==> config.mk <==
export PLATFORM = sky130hd
export DESIGN_NAME = msc_ctrl
export DESIGN_NICKNAME = d
export VERILOG_FILES = /design/src/msc_pkg.sv /design/src/msc_ctrl.sv /design/src/msc_pattern_mem.sv /design/src/msc_copy_engine.sv
export SDC_FILE = /design/constraint.sdc
export NUM_CORES = 1
export LEC_CHECK = 0
export ABC_AREA = 0
export BUFFER_PORTS_ARGS = -buffer_cell sky130_fd_sc_hd__buf_4
export CAP_MARGIN = 20
export CORE_MARGIN = 3
export CORE_UTILIZATION = 45
export DETAILED_ROUTE_END_ITERATION = 8
export PLACE_DENSITY = 0.59
export SLEW_MARGIN = 5
export SYNTH_ARGS = -nofsm -noshare
export SYNTH_HDL_FRONTEND = slang
export SYNTH_SLANG_ARGS = --single-unit
==> constraint.sdc <==
create_clock -name ref_clk -period 4 [get_ports ref_clk]
set_input_delay 0.6 -clock ref_clk [delete_from_list [all_inputs] [get_ports ref_clk]]
set_output_delay 0.6 -clock ref_clk [all_outputs]
set_load 0.01 [all_outputs]
==> src/msc_pkg.sv <==
// Shared constants and carrier types of the matrix source and copy control
package msc_pkg;

    // Register offsets
    localparam logic [7:0] ADDR_STATUS = 8'h14;
    localparam logic [7:0] ADDR_TEST_A = 8'h15;
    localparam logic [7:0] ADDR_TEST_B = 8'h16;
    localparam logic [7:0] ADDR_TEST_C = 8'h17;
    localparam logic [7:0] ADDR_TEST_D = 8'h18;
    localparam logic [7:0] ADDR_TEST_E = 8'h19;
    localparam logic [7:0] ADDR_IRQ_CFG = 8'h1A;
    localparam logic [7:0] ADDR_MTX_EN = 8'h20;
    localparam logic [7:0] ADDR_DISP_SRC = 8'h21;
    localparam logic [7:0] ADDR_FADE = 8'h22;
    localparam logic [7:0] ADDR_COPY_SRC = 8'h23;
    localparam logic [7:0] ADDR_COPY_CTRL = 8'h24;
    localparam logic [7:0] ADDR_REPEAT = 8'h27;
    localparam logic [7:0] ADDR_SCROLL = 8'h2A;

    // Field positions
    localparam int BIT_MTX_EN = 0;
    localparam int BIT_COPY_TRIG = 0;
    localparam int BIT_COPY_TGT = 1;
    localparam int BIT_BUSY = 3;
    localparam int BIT_IRQ_LVL = 7;

    // Reset value of every register
    localparam logic [7:0] REG_RESET = 8'h00;

    // Source select codes and the fade off code
    localparam logic [7:0] SRC_ROM_FIRST = 8'h00;
    localparam logic [7:0] SRC_ROM_LUM_LAST = 8'h95;
    localparam logic [7:0] SRC_ROM_LAST = 8'hD0;
    localparam logic [7:0] SRC_RAM1 = 8'hD1;
    localparam logic [7:0] SRC_RAM2 = 8'hD2;
    localparam logic [1:0] FADE_OFF = 2'h0;

    // Timing
    localparam int CLK_HZ = 100_000_000;
    localparam int COPY_CYCLES = 51;
    localparam int PATTERN_CELLS = 49;
    localparam int FADE_UNIT_S = 1;
    localparam int FADE_UNIT_CYCLES = CLK_HZ * FADE_UNIT_S;
    localparam int FADE_LEVELS = 256;

    typedef struct packed {
        logic wr;
        logic rd;
        logic [7:0] addr;
        logic [7:0] wdata;
    } msc_reg_req_t;

    typedef struct packed {
        logic wr;
        logic sel;
        logic [5:0] idx;
        logic [7:0] data;
    } msc_ram_wr_t;

    typedef struct packed {
        logic enable;
        logic [7:0] source;
        logic use_ram;
        logic ram_sel;
        logic rom_timed;
        logic [1:0] fade;
        logic [7:0] level;
    } msc_disp_t;

endpackage

==> src/msc_ctrl.sv <==
// Matrix enable, display source, fade lighting and pattern copy registers
//
// Function
// - Bit D0 switches matrix on, default off
// - Changes while enabled shown in arrival order
// - Source codes up to D0h pick fixed patterns
// - Codes D1h and D2h pick buffer one, two
// - Fixed pattern zero is all dark
// - Fade codes for fixed patterns: direct, 1 s, 2 s, 3 s; buffer sources D1h, D2h always direct
// - Copy source names fixed pattern 0 to 208
// - Copy source refused while copy runs
// - Copy target bit D1 picks destination buffer
// - Trigger starts copy, self-clears after 51 cycles
// - Copy never turns display on
// - Copy into shown buffer updates the image
// - Source, scroll, repeat writes ignored during copy
// - Copy target bit refused while copy runs
// - Busy flag D3 during copy or clear
// - No host buffer access while busy
`timescale 1ns/1ps
module msc_ctrl
    import msc_pkg::*;
#(
    parameter int FADE_1S_CYCLES = FADE_UNIT_CYCLES
) (
    // Clock and reset
    input wire logic ref_clk,
    input wire logic nrst,
    // Register port
    input msc_reg_req_t reg_req,
    output logic [7:0] reg_rdata,
    output logic reg_rvalid,
    // Host buffer write port
    input msc_ram_wr_t host_ram_wr,
    output logic host_ram_refused,
    // Buffer clear status from the clear logic
    input wire logic ram_clear_active,
    // Fixed pattern store
    output logic [13:0] rom_addr,
    input wire logic [7:0] rom_data,
    // Display scan
    input wire logic [5:0] scan_idx,
    output logic [7:0] pix_data,
    output msc_disp_t disp,
    // Sequencer register writes
    output logic scroll_wr,
    output logic repeat_wr,
    output logic [7:0] seq_wdata,
    // Misc
    output logic irq_level_select,
    output logic buffer_busy_flag
);
    if (FADE_1S_CYCLES < FADE_LEVELS) begin : g_chk
        $error("msc_ctrl: FADE_1S_CYCLES too small for the fade ramp");
    end

    localparam int STEP_1S = FADE_1S_CYCLES / FADE_LEVELS;

    typedef enum logic [1:0] {
        MSC_IDLE,
        MSC_RAMP,
        MSC_FULL
    } msc_fade_t;

    logic matrix_enable;
    logic [7:0] display_source_select;
    logic [1:0] fade_lighting_select;
    logic [7:0] copy_source_pattern;
    logic copy_target_buffer;
    logic [7:0] test_b, test_c, test_d, test_e;
    logic copy_active;
    logic copy_start;
    logic [5:0] copy_idx;
    msc_ram_wr_t copy_wr;
    msc_ram_wr_t mem_wr;
    logic [7:0] mem_rdata;
    logic busy;
    logic wr_ok;
    logic [7:0] next_rdata;
    logic restart_fade;
    msc_fade_t fade_state;
    logic [31:0] fade_cnt;
    logic [31:0] step_len;
    logic [7:0] level;
    logic use_ram;
    logic ram_sel;
    logic use_ram_q;

    assign busy = copy_active || ram_clear_active;
    // Register writes to copy fields and sources are dropped while a copy runs
    assign wr_ok = reg_req.wr && !copy_active;
    assign copy_start = reg_req.wr && reg_req.addr == ADDR_COPY_CTRL
        && reg_req.wdata[BIT_COPY_TRIG] && !copy_active;
    assign use_ram = display_source_select == SRC_RAM1
        || display_source_select == SRC_RAM2;
    assign ram_sel = display_source_select == SRC_RAM2;

    // Control registers
    always_ff @(posedge ref_clk or negedge nrst) begin
        if (!nrst) begin
            matrix_enable <= 1'b0;
            fade_lighting_select <= 2'h0;
            irq_level_select <= 1'b0;
            test_b <= REG_RESET;
            test_c <= REG_RESET;
            test_d <= REG_RESET;
            test_e <= REG_RESET;
        end else if (reg_req.wr) begin
            case (reg_req.addr)
                ADDR_MTX_EN:
                    matrix_enable <= reg_req.wdata[BIT_MTX_EN];
                ADDR_FADE: fade_lighting_select <= reg_req.wdata[1:0];
                ADDR_IRQ_CFG: irq_level_select <= reg_req.wdata[BIT_IRQ_LVL];
                ADDR_TEST_B: test_b <= reg_req.wdata;
                ADDR_TEST_C: test_c <= reg_req.wdata;
                ADDR_TEST_D: test_d <= reg_req.wdata;
                ADDR_TEST_E: test_e <= reg_req.wdata;
                default: ;
            endcase
        end
    end

    // Fields locked while a copy runs
    always_ff @(posedge ref_clk or negedge nrst) begin
        if (!nrst) begin
            display_source_select <= REG_RESET;
            copy_source_pattern <= REG_RESET;
            copy_target_buffer <= 1'b0;
        end else if (wr_ok) begin
            case (reg_req.addr)
                ADDR_DISP_SRC: display_source_select <= reg_req.wdata;
                ADDR_COPY_SRC: copy_source_pattern <= reg_req.wdata;
                ADDR_COPY_CTRL:
                    copy_target_buffer <= reg_req.wdata[BIT_COPY_TGT];
                default: ;
            endcase
        end
    end

    // Scroll and repeat writes are passed on only outside a copy
    always_ff @(posedge ref_clk or negedge nrst) begin
        if (!nrst) begin
            scroll_wr <= 1'b0;
            repeat_wr <= 1'b0;
            seq_wdata <= REG_RESET;
        end else begin
            scroll_wr <= wr_ok && reg_req.addr == ADDR_SCROLL;
            repeat_wr <= wr_ok && reg_req.addr == ADDR_REPEAT;
            if (wr_ok) begin
                seq_wdata <= reg_req.wdata;
            end
        end
    end

    // Read mux
    always_comb begin
        next_rdata = 8'h00;
        case (reg_req.addr)
            ADDR_STATUS: next_rdata[BIT_BUSY] = busy;
            ADDR_IRQ_CFG: next_rdata[BIT_IRQ_LVL] = irq_level_select;
            ADDR_TEST_B: next_rdata = test_b;
            ADDR_TEST_C: next_rdata = test_c;
            ADDR_TEST_D: next_rdata = test_d;
            ADDR_TEST_E: next_rdata = test_e;
            ADDR_MTX_EN: next_rdata[BIT_MTX_EN] = matrix_enable;
            ADDR_DISP_SRC: next_rdata = display_source_select;
            ADDR_FADE: next_rdata[1:0] = fade_lighting_select;
            ADDR_COPY_SRC:
                next_rdata = copy_active ? 8'h00 : copy_source_pattern;
            ADDR_COPY_CTRL: begin
                next_rdata[BIT_COPY_TGT] =
                    copy_active ? 1'b0 : copy_target_buffer;
                next_rdata[BIT_COPY_TRIG] = copy_active;
            end
            default: next_rdata = 8'h00;
        endcase
    end

    always_ff @(posedge ref_clk or negedge nrst) begin
        if (!nrst) begin
            reg_rdata <= 8'h00;
            reg_rvalid <= 1'b0;
        end else begin
            reg_rvalid <= reg_req.rd;
            if (reg_req.rd) begin
                reg_rdata <= next_rdata;
            end
        end
    end

    always_ff @(posedge ref_clk or negedge nrst) begin
        if (!nrst) begin
            buffer_busy_flag <= 1'b0;
        end else begin
            buffer_busy_flag <= busy;
        end
    end

    msc_copy_engine #(
        .CYCLES(COPY_CYCLES),
        .CELLS(PATTERN_CELLS)
    ) u_copy (
        .ref_clk(ref_clk),
        .nrst(nrst),
        .start(copy_start),
        .target(reg_req.wdata[BIT_COPY_TGT]),
        .active(copy_active),
        .rom_idx(copy_idx),
        .rom_data(rom_data),
        .ram_wr(copy_wr)
    );

    // Copy owns the buffer write port; host writes are dropped during busy time
    always_comb begin
        mem_wr = copy_wr;
        if (!copy_active) begin
            mem_wr = host_ram_wr;
            mem_wr.wr = host_ram_wr.wr && !busy;
        end
    end

    always_ff @(posedge ref_clk or negedge nrst) begin
        if (!nrst) begin
            host_ram_refused <= 1'b0;
        end else begin
            host_ram_refused <= host_ram_wr.wr && busy;
        end
    end

    msc_pattern_mem #(
        .DEPTH(PATTERN_CELLS),
        .WIDTH(8)
    ) u_mem (
        .ref_clk(ref_clk),
        .wr(mem_wr),
        .rd_sel(ram_sel),
        .rd_idx(scan_idx),
        .rd_data(mem_rdata)
    );

    // Pattern store address: the copy has it, else the display scan
    always_ff @(posedge ref_clk or negedge nrst) begin
        if (!nrst) begin
            rom_addr <= 14'h0000;
        end else if (copy_start || copy_active) begin
            // One cycle behind the engine index: it takes data a cycle late
            rom_addr <= {copy_source_pattern,
                copy_start ? 6'h00 : copy_idx};
        end else begin
            rom_addr <= {display_source_select, scan_idx};
        end
    end

    // Buffer reads lag one cycle, so the source choice is delayed to match
    always_ff @(posedge ref_clk or negedge nrst) begin
        if (!nrst) begin
            use_ram_q <= 1'b0;
        end else begin
            use_ram_q <= use_ram;
        end
    end

    // Live buffer read: a copy into the shown buffer appears at once
    always_ff @(posedge ref_clk or negedge nrst) begin
        if (!nrst) begin
            pix_data <= 8'h00;
        end else if (!matrix_enable) begin
            pix_data <= 8'h00;
        end else if (use_ram_q) begin
            pix_data <= mem_rdata;
        end else if (display_source_select == SRC_ROM_FIRST) begin
            pix_data <= 8'h00;
        end else if (!copy_active && display_source_select <= SRC_ROM_LAST) begin
            pix_data <= rom_data;
        end
    end

    // Fade ramp restarts on a write to source, fade or matrix enable made outside a copy
    assign restart_fade = wr_ok && (reg_req.addr == ADDR_DISP_SRC
        || reg_req.addr == ADDR_FADE || reg_req.addr == ADDR_MTX_EN);
    assign step_len = 32'(STEP_1S) * {30'h0, fade_lighting_select};

    always_ff @(posedge ref_clk or negedge nrst) begin
        if (!nrst) begin
            fade_state <= MSC_IDLE;
            fade_cnt <= 32'h0;
            level <= 8'h00;
        end else if (restart_fade || !matrix_enable) begin
            fade_state <= MSC_IDLE;
            fade_cnt <= 32'h0;
            level <= 8'h00;
        end else begin
            case (fade_state)
                MSC_IDLE: begin
                    if (use_ram || fade_lighting_select == FADE_OFF) begin
                        fade_state <= MSC_FULL;
                        level <= 8'hFF;
                    end else begin
                        fade_state <= MSC_RAMP;
                        fade_cnt <= 32'h0;
                    end
                end
                MSC_RAMP: begin
                    if (fade_cnt >= step_len - 32'h1) begin
                        fade_cnt <= 32'h0;
                        level <= level + 8'h01;
                        if (level == 8'hFE) begin
                            fade_state <= MSC_FULL;
                        end
                    end else begin
                        fade_cnt <= fade_cnt + 32'h1;
                    end
                end
                MSC_FULL: level <= 8'hFF;
                default: fade_state <= MSC_IDLE;
            endcase
        end
    end

    // Display view, refreshed every cycle in order of register changes
    always_ff @(posedge ref_clk or negedge nrst) begin
        if (!nrst) begin
            disp <= '0;
        end else begin
            disp.enable <= matrix_enable;
            disp.source <= display_source_select;
            disp.use_ram <= use_ram;
            disp.ram_sel <= ram_sel;
            disp.rom_timed <= display_source_select > SRC_ROM_LUM_LAST;
            disp.fade <= fade_lighting_select;
            disp.level <= level;
        end
    end

    // Checks
    logic [5:0] chk_len;
    always_ff @(posedge ref_clk or negedge nrst) begin
        if (!nrst) begin
            chk_len <= 6'h00;
        end else if (copy_active) begin
            chk_len <= chk_len + 6'h01;
        end else begin
            chk_len <= 6'h00;
        end
    end
endmodule

==> src/msc_pattern_mem.sv <==
// Two pattern buffers with one write port and one registered read port
`timescale 1ns/1ps
module msc_pattern_mem
    import msc_pkg::*;
#(
    parameter int DEPTH = PATTERN_CELLS,
    parameter int WIDTH = 8
) (
    // Clock
    input wire logic ref_clk,
    // Write port
    input msc_ram_wr_t wr,
    // Read port
    input wire logic rd_sel,
    input wire logic [5:0] rd_idx,
    output logic [WIDTH-1:0] rd_data
);
    // The index compare is six bits wide, so 64 cells would wrap to zero
    if (DEPTH < 1 || DEPTH > 63 || WIDTH != 8) begin : g_chk
        $error("msc_pattern_mem: unsupported DEPTH or WIDTH");
    end

    logic [WIDTH-1:0] mem [2*DEPTH];
    logic [6:0] wr_addr;
    logic [6:0] rd_addr;

    assign wr_addr = wr.sel ? 7'(DEPTH) + 7'(wr.idx) : 7'(wr.idx);
    assign rd_addr = rd_sel ? 7'(DEPTH) + 7'(rd_idx) : 7'(rd_idx);

    // No reset on the array: buffers are cleared by their own clear logic
    always_ff @(posedge ref_clk) begin
        if (wr.wr && wr.idx < 6'(DEPTH)) begin
            mem[wr_addr] <= wr.data;
        end
    end

    always_ff @(posedge ref_clk) begin
        rd_data <= (rd_idx < 6'(DEPTH)) ? mem[rd_addr] : '0;
    end
endmodule

==> src/msc_copy_engine.sv <==
// Fixed-pattern to buffer copy sequencer, fixed length in cycles
`timescale 1ns/1ps
module msc_copy_engine
    import msc_pkg::*;
#(
    parameter int CYCLES = COPY_CYCLES,
    parameter int CELLS = PATTERN_CELLS
) (
    // Clock and reset
    input wire logic ref_clk,
    input wire logic nrst,
    // Control
    input wire logic start,
    input wire logic target,
    output logic active,
    // Pattern store side, data valid in the cycle after the index
    output logic [5:0] rom_idx,
    input wire logic [7:0] rom_data,
    // Buffer write
    output msc_ram_wr_t ram_wr
);
    if (CELLS + 1 > CYCLES || CYCLES > 63 || CELLS > 63) begin : g_chk
        $error("msc_copy_engine: CYCLES must cover CELLS plus one");
    end

    logic [5:0] cnt;
    logic tgt;

    always_ff @(posedge ref_clk or negedge nrst) begin
        if (!nrst) begin
            active <= 1'b0;
            cnt <= 6'h00;
        end else if (start && !active) begin
            active <= 1'b1;
            cnt <= 6'h00;
        end else if (active) begin
            cnt <= cnt + 6'h01;
            if (cnt == 6'(CYCLES - 1)) begin
                active <= 1'b0;
            end
        end
    end

    always_ff @(posedge ref_clk or negedge nrst) begin
        if (!nrst) begin
            tgt <= 1'b0;
        end else if (start && !active) begin
            tgt <= target;
        end
    end

    assign rom_idx = cnt;
    always_comb begin
        ram_wr.wr = active && cnt >= 6'h01 && cnt <= 6'(CELLS);
        ram_wr.sel = tgt;
        ram_wr.idx = cnt - 6'h01;
        ram_wr.data = rom_data;
    end
endmodule

==> qor.yml <==
setup_path:
  crit_slowest_cell: "or4_1"
  endpoint_kind: "flip-flop"
  crit_cells: 12
  reg2reg_depth: 12
  crit_buf_inv: 3
  crit_path_frequent_cell: "nand2_1"
  max_stage_delay_ps: 670
  crit_required_ps: 4610
  arrival_ps: 4470
  cp_max_fo: 9
  cp_top_family: "simple AND/OR/NAND/NOR gates"
  critical_path_class: "reg2reg"
  startpoint_type: "flip-flop"
  worstPathCellList: "nor4b_4 -> buf_4 -> nand2_1 -> inv_2 -> buf_4 -> nand2_1 -> xor2_1 -> nand2_1 -> nor4_1 -> or4_1 -> o21ai_1 -> o31a_1"
sta:
  final-max-slew-violation-count: 0
  tns_ps: 0
  whs_ps: 8.398
  slew_headroom_pct: 33.06
  worstMarginPinSlew_ps: 1004
  skew_ps: 22.59
  fin_crit_sh_pct: 96.37
  post-route-min-period_ps: 3855
  rsz0062_at_grt: "false"
  layout_setup_ws_ps: 145.1
  hold_viol_final: 0
  setup_viol: 0
  max_freq_mhz: 259.4
outcome:
  status: "complete, no violations"
place:
  port_buffers: 116
  finalWeightedCongestion: 0.8933
  dpl.hpwl_mm: 78.04
  placed_area_um2: 45530
  dpl.cell_count: 4458
  place_ws_ps: -27.58
synth:
  ys_top_cells_by_area: "edfxtp_1, dfrtp_1, mux2i_1"
  postSynthCellCount: 3079
  seq_area_frac_synth_pct: 66.26
  synth_top_area_share_pct: 55.90
  synthesis.nets: 3178
  synth_area_um2: 42120
  synth.most_common_cell: "edfxtp_1"
  synth-main-ff-cell: "edfxtp_1"
  synth_top_cells_by_count: "edfxtp_1, nand2_1, mux2i_1"
  ys_ff_latch: 960
  yosys_warnings: 0
  syn_area_per_cell_um2: 13.68
  synth_cell_types: 81
  yosysTopAreaCell: "edfxtp_1"
  synth_edf_count: 784
  synth-async-reset-ratio_pct: 17.50
cts:
  numCtsBuffers: 100
  cts.sinks: 960
  path_clk_slew_ps: 60
  root_buffer: "clkbuf_16"
  clockBufferDepth: 3
  clk_latency_ps: 680
  cts_tree: "built"
  cts_htree_levels: 3
  hold_buffers: 0
floorplan:
  rows: 111
  die_w_um: 311.9
  coreArea_um2: 92220
  die-area_um2: 97310
  ioPinCount: 117
  initial_core_util_pct: 45.67
  die_h_um: 311.9
power_and_ir_drop:
  vdd_ir_drop_max_uv: 414.5
  internal_power_mw: 17.28
  powerDensity_nw_per_um2: 458.0
  seq_power_share_pct: 49.3
  p_switching_mw: 5.171
  switching_share_pct: 23.03
  p_clk_share_pct: 42.8
  p_comb_share_pct: 7.9
  power.total_mw: 22.45
  power.leakage_nw: 18.19
drt:
  wirelength_mm: 119.1
  vias_per_cell: 5.947
  drc: 0
  vias: 27690
  dr.first_iter.drc_count: 2849
  drtPass1Iterations: 6
  wl_per_cell_um: 25.59
  ant_nets: 0
final_layout:
  stdcell_count: 4656
  multi_input_area_um2: 13430
  fillers: 7666
  drive_above_1_share_pct: 18.67
  fin_area_um2: 49030
  area_growth_pct: 16.41
  fin_nets: 3422
  regArea_um2: 27910
  fin_util_pct: 53.17
global_routing:
  grt_pass1_wl_mm: 176.5
  grt_use_total_pct: 24.09
  grt_pass1_vias: 27460
  antenna_found_initial: 6
  overflow: 0
  grt_max_degree: 115
run:
  max_cap_violations: 0
hold_path:
  min-delay-path-class: "in2async"
cell families (layout without fill, tap and decap cells):
logic type	count (synthesis)	count (layout)	synth area share, %
AND/OR/NAND/NOR	846	846	8.974
AO/OA/AOI/OAI	572	572	9.019
buffers and inverters	207	534	2.237
flip-flops	960	960	66.26
XOR/XNOR	52	52	1.135
multiplexers	394	394	10.95
other	0	7	0
adder cells (fa/ha/maj)	48	48	1.426
sequential cells by signal, indices dropped and copies added (netlist names), 2 cells and up:
register and count:
u_mem.mem 784, fade_cnt 32, disp 22, rom_addr 14, copy_source_pattern 8, display_source_select 8
level 8, pix_data 8, reg_rdata 8, seq_wdata 8, test_b 8, test_c 8
test_d 8, test_e 8, u_mem.rd_data 8, u_copy.rom_idx 6, fade_lighting_select 2, fade_state 2
power groups by stage:
stage               sequential [mW]  clock (mW)  combinational [mW]
floorplan                      11.2           0                1.02
global placement               11.3           0                1.71
detailed placement             11.3           0                1.74
CTS                            11.1        9.78                1.75
global route                   11.1        10.2                1.89
finish                         11.1        9.62                1.76
per-layer routing:
layer  GRT usage, %  wire length [µm]  up-vias
met5              0                21        -
met4          9.416              4830        4
met3          4.787              9016      231
met2          38.03             55550     1182
met1          33.04             49720    13980
li1               -                 -    12300
cell type report:
cell class | instances | share of cell area (%)
Inverter | 24 | 0.1837
Clock inverter | 59 | 1.429
Multi-Input combinational cell | 1912 | 27.39
Antenna cell | 7 | 0.03573
Tap cell | 1243 | 3.172
Sequential cell | 960 | 56.92
Timing Repair Buffer | 325 | 5.374
Clock buffer | 126 | 5.494
what timing repair did:
action | in CTS | in global routing
gates resized for setup | 3 | 5
pin swaps | 0 | 1
setup endpoints to repair | 3 | 23
buffers inserted | 0 | 5
endpoints found under the hold margin | 0 | 0
gates cloned | 0 | 0
layout by cell type, fill, tap and decap left out, types with 17 or more instances in the layout:
| cell | netlist | routed |
|---|---|---|
| nor4_1 | 30 | 27 |
| mux4_2 | 46 | 46 |
| mux2_2 | 75 | 67 |
| nor3_1 | 20 | 20 |
| nor2b_1 | 18 | 18 |
| edfxtp_1 | 784 | 784 |
| xnor2_1 | 22 | 20 |
| dfrtp_1 | 168 | 168 |
| nand4_1 | 20 | 20 |
| o21ai_0 | 64 | 64 |
| ha_1 | 48 | 47 |
| clkinv_1 | 0 | 19 |
| o221ai_1 | 73 | 73 |
| and3_1 | 17 | 17 |
| a221oi_1 | 34 | 34 |
| clkbuf_1 | 82 | 20 |
| o22ai_1 | 35 | 35 |
| a31oi_1 | 25 | 24 |
| buf_4 | 11 | 306 |
| inv_1 | 23 | 22 |
| nand2_1 | 401 | 401 |
| nand3_1 | 51 | 51 |
| and2_1 | 20 | 19 |
| a21oi_1 | 196 | 196 |
| nor2_1 | 204 | 202 |
| xor2_1 | 27 | 27 |
| mux2i_1 | 273 | 273 |
| clkinv_2 | 0 | 17 |
| clkbuf_16 | 0 | 103 |
| a211oi_1 | 37 | 37 |
worst paths after layout:
kind,startpoint,endpoint,slack (ps)
max,display_source_select[2],u_mem.rd_data[6],150
max in group asynchronous,nrst,rom_addr[2],3060
min in group ref_clk,host_ram_wr[15],host_ram_refused,170
min reg2reg,level[4],disp[4],400
min,nrst,disp[5],8
max reg2reg,display_source_select[2],u_mem.rd_data[6],150
worst register-to-register path: stages, from the launching register on:
cell and delay (ps):
dfrtp_1 520, nor4b_4 410, buf_4 190, nand2_1 150
inv_2 280, buf_4 210, nand2_1 110, xor2_1 180
nand2_1 460, nor4_1 200, or4_1 670, o21ai_1 260
o31a_1 170
Power figures use the tool's default switching activity.
